==> src/verilog/flash_host_cfg.svh <==
/*
 Constants of the flash host controller: register offsets, field positions,
 reset values and bus timing counts. Assumes a 10 ns system clock.
*/
`ifndef FLASH_HOST_CFG_SVH
`define FLASH_HOST_CFG_SVH

// -----------------------------------------------------------------------------
// Register offsets (byte addresses)
// -----------------------------------------------------------------------------
`define FH_OFF_CTRL    8'h00
`define FH_OFF_ADDR    8'h04
`define FH_OFF_WDATA   8'h08
`define FH_OFF_CMD     8'h0C
`define FH_OFF_STATUS  8'h10
`define FH_OFF_RDATA   8'h14

// -----------------------------------------------------------------------------
// Field positions and reset values
// -----------------------------------------------------------------------------
`define FH_CTRL_WIDE   0
`define FH_CTRL_RUN    1
`define FH_CTRL_GATE   2
`define FH_CTRL_SEL    6:4
`define FH_CTRL_IDLE   10:8
`define FH_CTRL_RST    11'h700
`define FH_CMD_WR      0
`define FH_CMD_RD      1
`define FH_ST_BUSY     0
`define FH_ST_RDOK     1
`define FH_ST_WKOK     2
`define FH_ST_PIN      3
`define FH_ST_DONE     4
`define FH_ST_REF      5
`define FH_ADDR_MASK   24'hFFFFFF
`define FH_SYNC_W      17

// -----------------------------------------------------------------------------
// Timing
// -----------------------------------------------------------------------------
`define FH_CLK_NS      10
`define FH_T_WSET_NS   20
`define FH_T_WLOW_NS   70
`define FH_T_WHOLD_NS  20
`define FH_T_RACC_NS   150
`define FH_T_RESET_NS  500
`define FH_T_WAKE_NS   1000
`define FH_WSET_CYC    ((`FH_T_WSET_NS + `FH_CLK_NS - 1) / `FH_CLK_NS)
`define FH_WLOW_CYC    ((`FH_T_WLOW_NS + `FH_CLK_NS - 1) / `FH_CLK_NS)
`define FH_WHOLD_CYC   ((`FH_T_WHOLD_NS + `FH_CLK_NS - 1) / `FH_CLK_NS)
`define FH_RACC_CYC    ((`FH_T_RACC_NS + `FH_CLK_NS - 1) / `FH_CLK_NS)
`define FH_RESET_CYC   ((`FH_T_RESET_NS + `FH_CLK_NS - 1) / `FH_CLK_NS)
`define FH_WAKE_CYC    ((`FH_T_WAKE_NS + `FH_CLK_NS - 1) / `FH_CLK_NS)
`define FH_SYNC_CYC    4

`endif

==> src/verilog/flash_host_pkg.sv <==
/*
 Types of the flash host controller.
 Assumes nothing of its surroundings.
*/
package flash_host_pkg;

    // -------------------------------------------------------------------------
    // Bus cycle sequencer
    // -------------------------------------------------------------------------
    typedef enum logic [2:0] {
        ST_IDLE  = 3'h0,
        ST_WSET  = 3'h1,
        ST_WLOW  = 3'h3,
        ST_WHOLD = 3'h2,
        ST_RACC  = 3'h4,
        ST_RCAP  = 3'h5
    } bus_state_type;

endpackage : flash_host_pkg

==> src/verilog/sync_if.sv <==
/*
 Carrier between the controller and its pin synchroniser.
 Assumes the constants header is on the include path.
*/
`timescale 1ns/10ps
`include "flash_host_cfg.svh"

interface sync_if;
    logic [`FH_SYNC_W-1:0] raw;
    logic [`FH_SYNC_W-1:0] clean;
    modport sync_side (input raw, output clean);
    modport user_side (output raw, input clean);
endinterface : sync_if

==> src/verilog/pin_sync.sv <==
/*
 Three-stage synchroniser for the flash input pins; a change passes once
 the second and third stages agree. Assumes one clock and a synced reset.
*/
`timescale 1ns/10ps
`include "flash_host_cfg.svh"

module pin_sync (
    input wire logic clk,
    input wire logic rst_n,
    sync_if.sync_side port
);
    logic [`FH_SYNC_W-1:0] f1_q;
    logic [`FH_SYNC_W-1:0] f2_q;
    logic [`FH_SYNC_W-1:0] f3_q;
    logic [`FH_SYNC_W-1:0] clean_q;

    // -------------------------------------------------------------------------
    // Per-bit stages
    // -------------------------------------------------------------------------
    genvar i;
    generate
        for (i = 0; i < `FH_SYNC_W; i++) begin : g_bit
            // Top bit is the pulled-up status pin: reset to its idle level
            localparam logic IDLE_LVL = (i == `FH_SYNC_W - 1);
            always_ff @(posedge clk or negedge rst_n) begin
                if (!rst_n) begin
                    f1_q[i]    <= IDLE_LVL;
                    f2_q[i]    <= IDLE_LVL;
                    f3_q[i]    <= IDLE_LVL;
                    clean_q[i] <= IDLE_LVL;
                end else begin
                    f1_q[i] <= port.raw[i];
                    f2_q[i] <= f1_q[i];
                    f3_q[i] <= f2_q[i];
                    if (f2_q[i] == f3_q[i]) begin
                        clean_q[i] <= f3_q[i];
                    end
                end
            end
        end
    endgenerate

    assign port.clean = clean_q;

endmodule : pin_sync

==> src/verilog/flash_host.sv <==
/*
 Host controller for an asynchronous parallel NOR flash: register port for
 software, timed write and read cycles, reset/power-down sequencing and
 status pin watching. Assumes a 100 MHz clock and a pulled-up status pin.
*/
// Added by the designer: the placing of the registers and the plain strobed port.
`timescale 1ns/10ps
`include "flash_host_cfg.svh"

module flash_host
    import flash_host_pkg::*;
(
    input  wire logic        sys_clk,
    input  wire logic        rst_b,
    input  wire logic [7:0]  reg_addr,
    input  wire logic [31:0] reg_wdata,
    input  wire logic        reg_wr,
    input  wire logic        reg_rd,
    output logic      [31:0] reg_rdata,
    output logic      [23:0] flash_addr,
    output logic      [15:0] data_out,
    output logic      [1:0]  data_oe,
    input  wire logic [15:0] data_in,
    output logic             we_n,
    output logic             oe_n,
    output logic             chip_select_0,
    output logic             chip_select_1,
    output logic             chip_select_2,
    output logic             width_sel_x16,
    output logic             reset_powerdown_n,
    input  wire logic        engine_state_pin
);
    logic          rst_s1_q;
    logic          rst_ok_q;
    logic [10:0]   ctrl_q;
    logic [23:0]   addr_reg_q;
    logic [15:0]   wdat_q;
    logic [15:0]   rword_q;
    logic          done_q;
    logic          ref_q;
    logic          sts_prev_q;
    logic          rp_q;
    logic [7:0]    rcnt_q;
    logic          read_ok_q;
    logic          wake_ok_q;
    bus_state_type st_q;
    logic [7:0]    cnt_q;
    logic [23:0]   addr_q;
    logic [15:0]   dout_q;
    logic [1:0]    oe_q;
    logic          we_n_q;
    logic          oe_n_q;
    logic [2:0]    cs_q;
    logic [31:0]   rdata_q;
    logic          busy;
    logic          sts;
    logic          cmd_hit;
    logic          go_wr;
    logic          go_rd;
    logic [23:0]   pin_addr;

    sync_if sif ();

    // -------------------------------------------------------------------------
    // Reset release
    // -------------------------------------------------------------------------
    always_ff @(posedge sys_clk or negedge rst_b) begin
        if (!rst_b) begin
            rst_s1_q <= 1'b0;
            rst_ok_q <= 1'b0;
        end else begin
            rst_s1_q <= 1'b1;
            rst_ok_q <= rst_s1_q;
        end
    end

    // -------------------------------------------------------------------------
    // Pin synchroniser
    // -------------------------------------------------------------------------
    assign sif.raw = {engine_state_pin, data_in};

    pin_sync u_sync (
        .clk   (sys_clk),
        .rst_n (rst_ok_q),
        .port  (sif.sync_side)
    );

    assign sts = sif.clean[16];

    // -------------------------------------------------------------------------
    // Command decode
    // -------------------------------------------------------------------------
    assign busy    = (st_q != ST_IDLE);
    assign cmd_hit = reg_wr && (reg_addr == `FH_OFF_CMD);
    // Write only out of reset, after wake, and if gated only when ready
    assign go_wr = cmd_hit && reg_wdata[`FH_CMD_WR] && !reg_wdata[`FH_CMD_RD] && !busy
                   && rp_q && wake_ok_q
                   && !(ctrl_q[`FH_CTRL_GATE] && !sts);
    assign go_rd = cmd_hit && reg_wdata[`FH_CMD_RD] && !reg_wdata[`FH_CMD_WR] && !busy
                   && rp_q && read_ok_q;
    // Byte address in x8, word address on bits 23:1 in x16
    assign pin_addr = {addr_reg_q[23:1] & 23'(`FH_ADDR_MASK >> 1),
                       ctrl_q[`FH_CTRL_WIDE] ? 1'b0 : addr_reg_q[0]};

    // -------------------------------------------------------------------------
    // Software registers
    // -------------------------------------------------------------------------
    always_ff @(posedge sys_clk or negedge rst_ok_q) begin
        if (!rst_ok_q) begin
            ctrl_q     <= `FH_CTRL_RST;
            addr_reg_q <= 24'h000000;
            wdat_q     <= 16'h0000;
        end else if (reg_wr) begin
            if (reg_addr == `FH_OFF_CTRL) begin
                ctrl_q <= reg_wdata[10:0];
            end
            if (reg_addr == `FH_OFF_ADDR) begin
                addr_reg_q <= reg_wdata[23:0];
            end
            if (reg_addr == `FH_OFF_WDATA) begin
                wdat_q <= reg_wdata[15:0];
            end
        end
    end

    // -------------------------------------------------------------------------
    // Sticky flags, set wins over clear
    // -------------------------------------------------------------------------
    always_ff @(posedge sys_clk or negedge rst_ok_q) begin
        if (!rst_ok_q) begin
            sts_prev_q <= 1'b1;
            done_q     <= 1'b0;
            ref_q      <= 1'b0;
        end else begin
            sts_prev_q <= sts;
            // End of a busy level or of a completion pulse
            if (sts && !sts_prev_q) begin
                done_q <= 1'b1;
            end else if (reg_wr && reg_addr == `FH_OFF_STATUS && reg_wdata[`FH_ST_DONE]) begin
                done_q <= 1'b0;
            end
            if (cmd_hit && !go_wr && !go_rd) begin
                ref_q <= 1'b1;
            end else if (reg_wr && reg_addr == `FH_OFF_STATUS && reg_wdata[`FH_ST_REF]) begin
                ref_q <= 1'b0;
            end
        end
    end

    // -------------------------------------------------------------------------
    // Reset/power-down sequencing
    // -------------------------------------------------------------------------
    always_ff @(posedge sys_clk or negedge rst_ok_q) begin
        if (!rst_ok_q) begin
            rp_q      <= 1'b0;
            rcnt_q    <= 8'h00;
            read_ok_q <= 1'b0;
            wake_ok_q <= 1'b0;
        end else if (!ctrl_q[`FH_CTRL_RUN] || !rp_q) begin
            rp_q      <= ctrl_q[`FH_CTRL_RUN];
            rcnt_q    <= 8'h00;
            read_ok_q <= 1'b0;
            wake_ok_q <= 1'b0;
        end else begin
            if (rcnt_q != 8'hFF) begin
                rcnt_q <= rcnt_q + 8'h01;
            end
            if (rcnt_q >= 8'(`FH_RESET_CYC - 1)) begin
                read_ok_q <= 1'b1;
            end
            if (rcnt_q >= 8'(`FH_WAKE_CYC - 1)) begin
                wake_ok_q <= 1'b1;
            end
        end
    end

    // -------------------------------------------------------------------------
    // Bus cycle sequencer
    // -------------------------------------------------------------------------
    always_ff @(posedge sys_clk or negedge rst_ok_q) begin
        if (!rst_ok_q) begin
            st_q    <= ST_IDLE;
            cnt_q   <= 8'h00;
            addr_q  <= 24'h000000;
            dout_q  <= 16'h0000;
            oe_q    <= 2'h0;
            we_n_q  <= 1'b1;
            oe_n_q  <= 1'b1;
            cs_q    <= 3'h7;
            rword_q <= 16'h0000;
        end else begin
            unique case (st_q)
                ST_IDLE: begin
                    cs_q <= ctrl_q[`FH_CTRL_IDLE];
                    if (go_wr) begin
                        addr_q <= pin_addr;
                        dout_q <= wdat_q;
                        oe_q   <= ctrl_q[`FH_CTRL_WIDE] ? 2'h3 : 2'h1;
                        cs_q   <= ctrl_q[`FH_CTRL_SEL];
                        cnt_q  <= 8'(`FH_WSET_CYC - 1);
                        st_q   <= ST_WSET;
                    end else if (go_rd) begin
                        addr_q <= pin_addr;
                        cs_q   <= ctrl_q[`FH_CTRL_SEL];
                        oe_n_q <= 1'b0;
                        cnt_q  <= 8'(`FH_RACC_CYC + `FH_SYNC_CYC - 1);
                        st_q   <= ST_RACC;
                    end
                end
                ST_WSET: begin
                    cnt_q <= cnt_q - 8'h01;
                    if (cnt_q == 8'h00) begin
                        we_n_q <= 1'b0;
                        cnt_q  <= 8'(`FH_WLOW_CYC - 1);
                        st_q   <= ST_WLOW;
                    end
                end
                ST_WLOW: begin
                    cnt_q <= cnt_q - 8'h01;
                    if (cnt_q == 8'h00) begin
                        // Address and data stay put across the rising edge
                        we_n_q <= 1'b1;
                        cnt_q  <= 8'(`FH_WHOLD_CYC - 1);
                        st_q   <= ST_WHOLD;
                    end
                end
                ST_WHOLD: begin
                    cnt_q <= cnt_q - 8'h01;
                    if (cnt_q == 8'h00) begin
                        oe_q <= 2'h0;
                        cs_q <= ctrl_q[`FH_CTRL_IDLE];
                        st_q <= ST_IDLE;
                    end
                end
                ST_RACC: begin
                    cnt_q <= cnt_q - 8'h01;
                    if (cnt_q == 8'h00) begin
                        // High byte floats in x8 mode and reads as zero
                        rword_q <= ctrl_q[`FH_CTRL_WIDE] ? sif.clean[15:0]
                                                         : {8'h00, sif.clean[7:0]};
                        oe_n_q  <= 1'b1;
                        cs_q    <= ctrl_q[`FH_CTRL_IDLE];
                        st_q    <= ST_RCAP;
                    end
                end
                ST_RCAP: begin
                    st_q <= ST_IDLE;
                end
                default: begin
                    st_q <= ST_IDLE;
                end
            endcase
        end
    end

    // -------------------------------------------------------------------------
    // Read port
    // -------------------------------------------------------------------------
    always_ff @(posedge sys_clk or negedge rst_ok_q) begin
        if (!rst_ok_q) begin
            rdata_q <= 32'h00000000;
        end else if (reg_rd) begin
            unique case (reg_addr)
                `FH_OFF_CTRL:   rdata_q <= {21'h000000, ctrl_q};
                `FH_OFF_ADDR:   rdata_q <= {8'h00, addr_reg_q};
                `FH_OFF_WDATA:  rdata_q <= {16'h0000, wdat_q};
                `FH_OFF_STATUS: rdata_q <= {26'h0000000, ref_q, done_q, sts,
                                            wake_ok_q, read_ok_q, busy};
                `FH_OFF_RDATA:  rdata_q <= {16'h0000, rword_q};
                default:        rdata_q <= 32'h00000000;
            endcase
        end else begin
            rdata_q <= 32'h00000000;
        end
    end

    assign reg_rdata         = rdata_q;
    assign flash_addr        = addr_q;
    assign data_out          = dout_q;
    assign data_oe           = oe_q;
    assign we_n              = we_n_q;
    assign oe_n              = oe_n_q;
    assign chip_select_0     = cs_q[0];
    assign chip_select_1     = cs_q[1];
    assign chip_select_2     = cs_q[2];
    assign width_sel_x16     = ctrl_q[`FH_CTRL_WIDE];
    assign reset_powerdown_n = rp_q;
endmodule : flash_host

==> config.mk <==
export PLATFORM = sky130hd
export DESIGN_NAME = flash_host
export DESIGN_NICKNAME = d
export VERILOG_FILES = /design/src/verilog/flash_host_pkg.sv /design/src/verilog/sync_if.sv /design/src/verilog/pin_sync.sv /design/src/verilog/flash_host.sv
export VERILOG_INCLUDE_DIRS = /design/src /design/src/verilog
export SDC_FILE = /design/constraint.sdc
export NUM_CORES = 1
export LEC_CHECK = 0
export BUFFER_PORTS_ARGS = -buffer_cell sky130_fd_sc_hd__buf_2
export CAP_MARGIN = 20
export CORE_MARGIN = 1
export CORE_UTILIZATION = 50
export CTS_CLUSTER_SIZE = 12
export DETAILED_ROUTE_END_ITERATION = 7
export PLACE_DENSITY = 0.75
export SYNTH_ARGS = -nofsm -noshare
export SYNTH_HDL_FRONTEND = slang
export SYNTH_SLANG_ARGS = --single-unit
==> constraint.sdc <==
create_clock -name sys_clk -period 8.19 [get_ports sys_clk]
set_input_delay 0.819 -clock sys_clk [delete_from_list [all_inputs] [get_ports sys_clk]]
set_output_delay 0.819 -clock sys_clk [all_outputs]
set_load 0.05 [all_outputs]
==> key figures, run 1 <==
Status
  • Outcome: finished clean

Global route
  • First-pass GRT wire length: around 30000 microns
  • Grt ovf: 0
  • Vias in the first global route: just under 6000
  • Total GRT Usage: a little over a fifth
  • Initial antenna violation count: 2
  • Largest net degree at the start of global routing: between 150 and 200

Route
  • Residual DRC count: 0
  • Post-route ant nets: 0
  • Avg WL per Cell: approximately 19 microns
  • Drt first-iter violations: 486
  • Via density per instance: between 5 and 6
  • Vias: roughly 5700
  • DRT Pass-1 Iters: 5
  • Drt total wl: 19100 microns

Timing
  • Max Fclk: roughly 0.33 GHz
  • Slew Viols, Final: 0
  • Tcrit/Tclk final: a little under two fifths
  • Endpoints failing setup: 0
  • Worst Skew: 7.19 ps
  • Worst slew margin: 25.2%
  • Final Hold Vio Count: 0
  • Worst Tran Pin Value: about 1100 ps
  • RSZ-0062 raised after global routing: no
  • Setup TNS: 0 ps
  • Tmin final: 3030 ps

Worst setup path
  • CP required: ~8600 ps
  • WS Path Type: input port to flop
  • Max incr delay on CP: approximately 740 ps
  • Crit. Startpoint: reg_addr[3]
  • CP max FO: 25
  • Critical Path AT: ~3400 ps
  • Reg2reg start: cnt_q[0]$_DFFE_PN0P_
  • Crit. End Element: flop
  • CP max stage cell: and3_1
  • CP Launch Type: input port
  • Critical-path cell list: buf_2, nor3_1, and3_1, nand2_2, mux2_2

Final layout
  • Share of cells above drive strength 1: 36.1%
  • Final cell count without fillers: slightly above 1000
  • Fin nets: between 800 and 900
  • Synth-to-Final Area Change: 16.5%
  • Fin area: about 11000 sq um
  • Final core occ: approximately 61%

Synth
  • Sequential fraction of the synthesis area: between 60% and 70%
  • Seq cells post-synth: 233
  • Yosys warns: 0
  • Commonest cells in the synthesized netlist: dfrtp_1 (220), mux2_2 (99), nand2_1 (55)
  • Synth area leader: dfrtp_1
  • Post-Syn Instances: 664
  • Synthesized area: approximately 9100 sq um
  • Async SR Flop Fraction: 100%
  • Synth area leaders: dfrtp_1 (60%), mux2_2 (12%), dfstp_2 (3.8%)
  • Synth unique cells: between 60 and 70
  • Number of flops mapped to enable cells by yosys: 0
  • Count leader, synth: dfrtp_1
  • Syn Area/Cell: roughly 14 sq um
  • Ys flop type: dfrtp_1
  • Top cell type's share of synthesized area: approximately 60%

Power
  • Flop pwr share: 51.9%
  • VDD IR-drop max: 0.142 mV
  • Psw: 0.000491 W
  • PD cells: around 220 nW/um^2
  • Internal: about 0.0019 W
  • Sw frac: 21.0%
  • Pleak: roughly 5.2 nW
  • Clock Power Share: between 40% and 50%
  • Combinational fraction of design power: between 3 and 4%

Clock tree
  • # clock sinks: around 230
  • Reg clk slew, reported paths: 60 ps
  • Clock Tree Buf Depth: 3
  • Clock root cell: clkbuf_16
  • Clock Latency Late Sink: approximately 500 ps
  • Hold_buf cts: 0
  • CTS buffer count: 24
  • Post-cts repair resize count: 0
  • CTS tree: built
  • H-Tree Level Count: 1
  • Postcts setup bufs: 0

Run
  • Max-Cap Viols: 0

Worst hold path
  • Hold WC Path Type: input port to async pin

Die
  • Die H: about 140 microns
  • I/O pins: between 100 and 150
  • Core region area: around 18000 sq um
  • Starting density of the core: between 50% and 60%
  • Die area: ~19000 sq um
  • Rows: 48
  • DIE WIDTH: approximately 140 microns

Placement
  • Post-DP HPWL: roughly 13000 microns
  • Placed cells: ~990
  • GP Congestion: slightly below 0.9
  • Post-Place Cell Area: 9840 sq um
  • IO Port Bufs: 125
## final timing paths
check                      slack [ps]  depth (start not counted)                          to
max in group asynchronous        6500                          1    data_out[13]$_DFFE_PN0P_
min                                90                          1          rst_ok_q$_DFF_PN0_
max                              5160                          5  addr_reg_q[12]$_DFFE_PN0P_
min in group sys_clk              350                          0    u_sync.f2_q[5]$_DFF_PN0_
min reg2reg                       300                          0       rcnt_q[0]$_DFFE_PN0P_
max reg2reg                      5350                          6      rword_q[7]$_DFFE_PN0P_
## cells in the final DEF, fill, tap and decap left out, types with 5 or more instances in the layout
| cell | netlist | final |
|---|---|---|
| o21ai_0 | 18 | 18 |
| inv_1 | 9 | 9 |
| a21oi_1 | 17 | 17 |
| mux2_2 | 99 | 99 |
| nand2b_1 | 5 | 5 |
| dfstp_2 | 13 | 13 |
| clkbuf_1 | 14 | 13 |
| buf_2 | 8 | 125 |
| and2_1 | 5 | 5 |
| nor2_1 | 21 | 21 |
| clkbuf_16 | 0 | 25 |
| nand4_1 | 5 | 5 |
| nor3b_1 | 5 | 5 |
| maj3_1 | 17 | 17 |
| conb_1 | 2 | 9 |
| nand3_1 | 6 | 6 |
| dfrtp_1 | 220 | 219 |
| a22o_1 | 5 | 5 |
| a22oi_1 | 12 | 12 |
| nand2_1 | 55 | 55 |
| nor3_1 | 6 | 6 |
| mux2_4 | 8 | 8 |
| and3_1 | 18 | 18 |
| mux2i_1 | 7 | 7 |
## flip-flops by register name (all words and copies together), names as in the netlist, 16 cells and up
name	cells
u_sync.port.clean	17
wdat_q	16
u_sync.f1_q	17
addr_reg_q	24
u_sync.f3_q	17
u_sync.f2_q	17
flash_addr	24
data_out	16
rword_q	16
reg_rdata	24
## critical path: cells and delay by family
| kind | cells | cell delay, ps |
|---|---|---|
| muxes | 1 | 470 |
| buffers and inverters | 1 | 190 |
| and+or+nand+nor | 3 | 1920 |
## power groups by stage
stage	clock network [W]	logic, W	registers (W)
final	0.00104	0.0000835	0.00122
after global routing	0.00112	0.0000922	0.00122
after CTS	0.00107	0.0000850	0.00122
after detailed placement	0	0.0000843	0.00124
after global placement	0	0.0000811	0.00123
after floorplan	0	0.0000417	0.00124
## per-layer routing
| metal | GRT usage, % | part of all wire (%) | vias up |
|---|---|---|---|
| met2 | 31.4 | 46 | 215 |
| met1 | 29.8 | 44 | 2840 |
| met4 | 8.61 | 3.1 | 0 |
| met5 | 0 | 0 | - |
| met3 | 4.78 | 7.4 | 53 |
| li1 | - | - | 2602 |
## cell type report
type,count,area [sq um]
timing repair buffer,128,661
clock inverter,2,35.0
sequential,233,5850
multi-input combinational,390,3020
inverter,9,33.8
tap,225,282
fill,1362,6920
antenna,2,5.00
clock buffer,42,729
## per-stage QoR
step	hold WS (ps)	total power [W]	setup slack, ps
2_1_floorplan	331	0.00129	1240
3_3_place_gp	316	0.00132	4820
3_5_place_dp	328	0.00132	4750
4_1_cts	78.7	0.00237	5270
5_1_grt	83.1	0.00243	5030
6_report	94.0	0.00234	5160
## kinds of logic after synthesis
logic type      after synthesis  synth area share [%]
other cells                   2                0.0825
fa+ha+maj                    21                  2.42
compound gates               86                  6.43
flops                       233                  64.2
buf+inv                      48                  3.02
xor+xnor                      3                 0.289
simple gates                155                  8.98
mux                         116                  14.6
(Power assumes the default switching activity.)
==> inputs of run 2 (changes only) <==
--- a/config.mk
+++ b/config.mk
@@ -6,13 +6,14 @@
 export SDC_FILE = /design/constraint.sdc
 export NUM_CORES = 1
 export LEC_CHECK = 0
+export ABC_AREA = 1
 export BUFFER_PORTS_ARGS = -buffer_cell sky130_fd_sc_hd__buf_2
 export CAP_MARGIN = 20
 export CORE_MARGIN = 1
 export CORE_UTILIZATION = 50
 export CTS_CLUSTER_SIZE = 12
 export DETAILED_ROUTE_END_ITERATION = 7
-export PLACE_DENSITY = 0.75
+export PLACE_DENSITY = 0.78
 export SYNTH_ARGS = -nofsm -noshare
 export SYNTH_HDL_FRONTEND = slang
 export SYNTH_SLANG_ARGS = --single-unit
==> constraint.sdc (replaced) <==
create_clock -name sys_clk -period 2.5 [get_ports sys_clk]
set_input_delay 0.25 -clock sys_clk [delete_from_list [all_inputs] [get_ports sys_clk]]
set_output_delay 0.25 -clock sys_clk [all_outputs]
set_load 0.05 [all_outputs]
==> run 2 against run 1 <==
Largest cell class unchanged. Power rose to 3.4 times the previous value. Critical endpoint is now rword_q[13]$_DFFE_PN0P_. Worst hold slack worse by 79 ps. Worst setup slack got worse by 4700 ps. Synthesized area fell by 0.48%. Clock power grew to 3.5 times the previous value. Clock skew increased by 7.6 ps.
==> key figures, run 2 <==
Status
  • Outcome: finished clean (unchanged)

Placement
  • IO Port Bufs: 125 (unchanged)
  • Post-Place Cell Area: 9900 sq um (was 9840 sq um)
  • Post-DP HPWL: 13300 microns (was 13000 microns)
  • GP Congestion: 0.866 (was 0.895)
  • Placed cells: 1264 (was 985)

Die
  • Die H: 137 microns (about the same)
  • Core region area: 17500 sq um (about the same)
  • Rows: 48 (unchanged)
  • Die area: 18700 sq um (was 18800 sq um)
  • I/O pins: 142 (unchanged)
  • DIE WIDTH: 137 microns (about the same)
  • Starting density of the core: 51.9% (about the same)

Timing
  • Slew Viols, Final: 0 (unchanged)
  • Worst Tran Pin Value: 713 ps (was 1120 ps)
  • Final Hold Vio Count: 0 (unchanged)
  • RSZ-0062 raised after global routing: no (unchanged)
  • Max Fclk: 0.492 GHz
  • Endpoints failing setup: 0 (unchanged)
  • Worst slew margin: 52.4% (was 25.2%)
  • Tmin final: 2030 ps
  • Setup TNS: 0 ps (unchanged)
  • Tcrit/Tclk final: between 80% and 90%
  • Worst Skew: 14.8 ps (was 7.19 ps)

Synth
  • Commonest cells in the synthesized netlist: nand2_1 (271), dfrtp_1 (220), inv_1 (82) (was dfrtp_1 (220), mux2_2 (99), nand2_1 (55))
  • Sequential fraction of the synthesis area: 64.5% (was 64.2%)
  • Async SR Flop Fraction: 100% (unchanged)
  • Synth unique cells: 35 (was 69)
  • Post-Syn Instances: 934 (was 664)
  • Yosys warns: 0 (unchanged)
  • Synthesized area: 9060 sq um (was 9110 sq um)
  • Seq cells post-synth: 233 (unchanged)
  • Ys flop type: dfrtp_1 (unchanged)
  • Count leader, synth: nand2_1 (was dfrtp_1)
  • Top cell type's share of synthesized area: 60.7% (was 60.4%)
  • Synth area leaders: dfrtp_1 (61%), nand2_1 (11%), dfstp_2 (3.8%) (was dfrtp_1 (60%), mux2_2 (12%), dfstp_2 (3.8%))
  • Synth area leader: dfrtp_1 (unchanged)
  • Syn Area/Cell: 9.70 sq um (was 13.7 sq um)
  • Number of flops mapped to enable cells by yosys: 0 (unchanged)

Worst setup path
  • WS Path Type: flop to flop (was input port to flop)
  • CP required: 2910 ps (was 8570 ps)
  • CP max FO: 16 (was 25)
  • CP Launch Type: flop (was input port)
  • Crit. End Element: flop (unchanged)
  • Critical Path AT: 2440 ps (was 3410 ps)

Power
  • VDD IR-drop max: 0.594 mV (was 0.142 mV)
  • PD cells: 717 nW/um^2 (was 221 nW/um^2)
  • Pleak: 5.60 nW (was 5.24 nW)

Route
  • Drt first-iter violations: 567 (was 486)
  • Vias: 6765 (was 5710)
  • Via density per instance: 5.05 (was 5.54)
  • Residual DRC count: 0 (unchanged)
  • Post-route ant nets: 0 (unchanged)
  • Drt total wl: 19700 microns (was 19100 microns)
  • Avg WL per Cell: 14.7 microns (was 18.5 microns)
  • DRT Pass-1 Iters: 5 (unchanged)

Final layout
  • Commonest non-fill, non-tap cells in the layout: nand2_1 (271), dfrtp_1 (219), buf_2 (125), inv_1 (82), nor2_1 (77) (was dfrtp_1 (219), buf_2 (125), mux2_2 (99), nand2_1 (55), clkbuf_16 (25))
  • Final cell count without fillers: 1339 (was 1031)
  • Fillers: 1419 (was 1362)
  • Fin area: 11000 sq um (was 10600 sq um)
  • Most common cell after layout, fill and taps aside: nand2_1 (was dfrtp_1)
  • Fin nets: 1161 (was 851)
  • Share of cells above drive strength 1: 18.3% (was 36.1%)
  • ANT cells: 0 (was 2)
  • Synth-to-Final Area Change: 21.5% (was 16.5%)

Global route
  • Grt ovf: 0 (unchanged)
  • Initial antenna violation count: 0 (was 2)
  • M1 GR Usage: 29.8% (about the same)
  • Met3 Track Usage GR: 3.70% (was 4.78%)
  • Largest net degree at the start of global routing: 77 (was 194)
  • First-pass GRT wire length: 32100 microns (was 30400 microns)
  • Total GRT Usage: 21.8% (was 21.0%)
  • Vias in the first global route: 6539 (was 5853)
  • Layer with the highest usage: met2 (unchanged)
  • Met2 Track Usage GR: 35.0% (was 31.4%)

Clock tree
  • H-Tree Level Count: 1 (unchanged)
  • Clock root cell: clkbuf_16 (unchanged)
  • Clock Tree Buf Depth: 3 (unchanged)
  • Reg clk slew, reported paths: 60 ps (about the same)
  • CTS buffer count: 25 (was 24)
  • Clock Latency Late Sink: 530 ps (was 500 ps)
  • # clock sinks: 233 (unchanged)
  • CTS tree: built (unchanged)

Run
  • Max-Cap Viols: 0 (unchanged)

Worst hold path
  • Hold WC Path Type: input port to flop (was input port to async pin)
-- run 2: changes by cell type in the layout (fill, tap and decap cells not counted), moves of 33 or more --
cell | before | now
nand3_1 | 6 | 65
nand2_1 | 55 | 271
mux2_2 | 99 | 0
inv_1 | 9 | 82
nor2_1 | 21 | 77
o21ai_0 | 18 | 51
-- run 2: path summary, 6_finish.rpt --
| kind | startpoint | end | slack [ps] | cells past startpoint |
|---|---|---|---|---|
| setup / recovery | cnt_q[0]$_DFFE_PN0P_ | rword_q[13]$_DFFE_PN0P_ | 470 | 9 |
| max in group asynchronous | rst_ok_q$_DFF_PN0_ | cs_q[2]$_DFFE_PN1P_ | 1460 | 1 |
| hold / removal | reg_wdata[17] | addr_reg_q[17]$_DFFE_PN0P_ | 10 | 3 |
| setup reg to reg | cnt_q[0]$_DFFE_PN0P_ | rword_q[13]$_DFFE_PN0P_ | 470 | 9 |
| hold reg to reg | rst_ok_q$_DFF_PN0_ | u_sync.port.clean[7]$_DFFE_PN0N_ | 270 | 0 |
| min in group asynchronous | rst_b | rst_s1_q$_DFF_PN0_ | 30 | 2 |
-- run 2: power by group --
group          internal [W]  switching [W]  leakage (nW)  total (W)
Clock               0.00217        0.00143         0.398    0.00360
Sequential          0.00390      0.0000800          2.97    0.00398
Combinational      0.000119       0.000195          2.23   0.000314
-- run 2: through the flow --
stage	worst slack [ps]	hold WS (ps)	power, W	utilization (%)
floorplan	154	-45.6	0.00421	-
global placement	539	36.9	0.00431	56.6
detailed placement	474	37.7	0.00433	56.6
CTS	463	6.81	0.00797	63.0
global route	263	21.4	0.00818	63.0
finish	467	14.9	0.00790	63.0
-- run 2: routing by layer --
layer,wire length (microns),up-vias,part of all wire (%)
met3,1090,42,5.5
met2,9190,224,47
li1,-,3287,-
met1,8760,3212,44
met5,0,-,0
met4,653,0,3.3
-- run 2: repair_timing --
action | CTS | global route
resized for setup | 0 | 0
hold buffers | 30 | 0
endpoints found under the hold margin | 34 | 0
setup endpoints to repair | 0 | 0
buffers inserted | 0 | 0
-- run 2: cell families after synthesis --
kind of cell / Yosys count / synth area share [%]
other cells: 2 / 0.0829
simple gates: 435 / 19.8
compound gates: 118 / 6.99
buf+inv: 123 / 5.99
flops: 233 / 64.5
xor+xnor: 2 / 0.193
fa+ha+maj: 21 / 2.43
-- run 2: layout make-up --
| class | count | area [sq um] | area share (%) |
|---|---|---|---|
| sequential | 233 | 5850 | 53.1 |
| inverter | 85 | 319 | 2.90 |
| timing repair buffer | 166 | 1050 | 9.50 |
| tap | 225 | 282 | 2.56 |
| multi-input combinational | 585 | 2700 | 24.5 |
| clock inverter | 3 | 55.1 | 0.500 |
| clock buffer | 42 | 759 | 6.90 |
-- run 2: worst max-delay path: stages, from the launching register on --
cell and delay [ps]:
dfrtp_1 390, inv_1 140, ha_1 230, nand2_1 100, nor2_2 140, nand2_1 180, nor2_4 360, inv_2 210
nand2_1 120, nand2_1 50
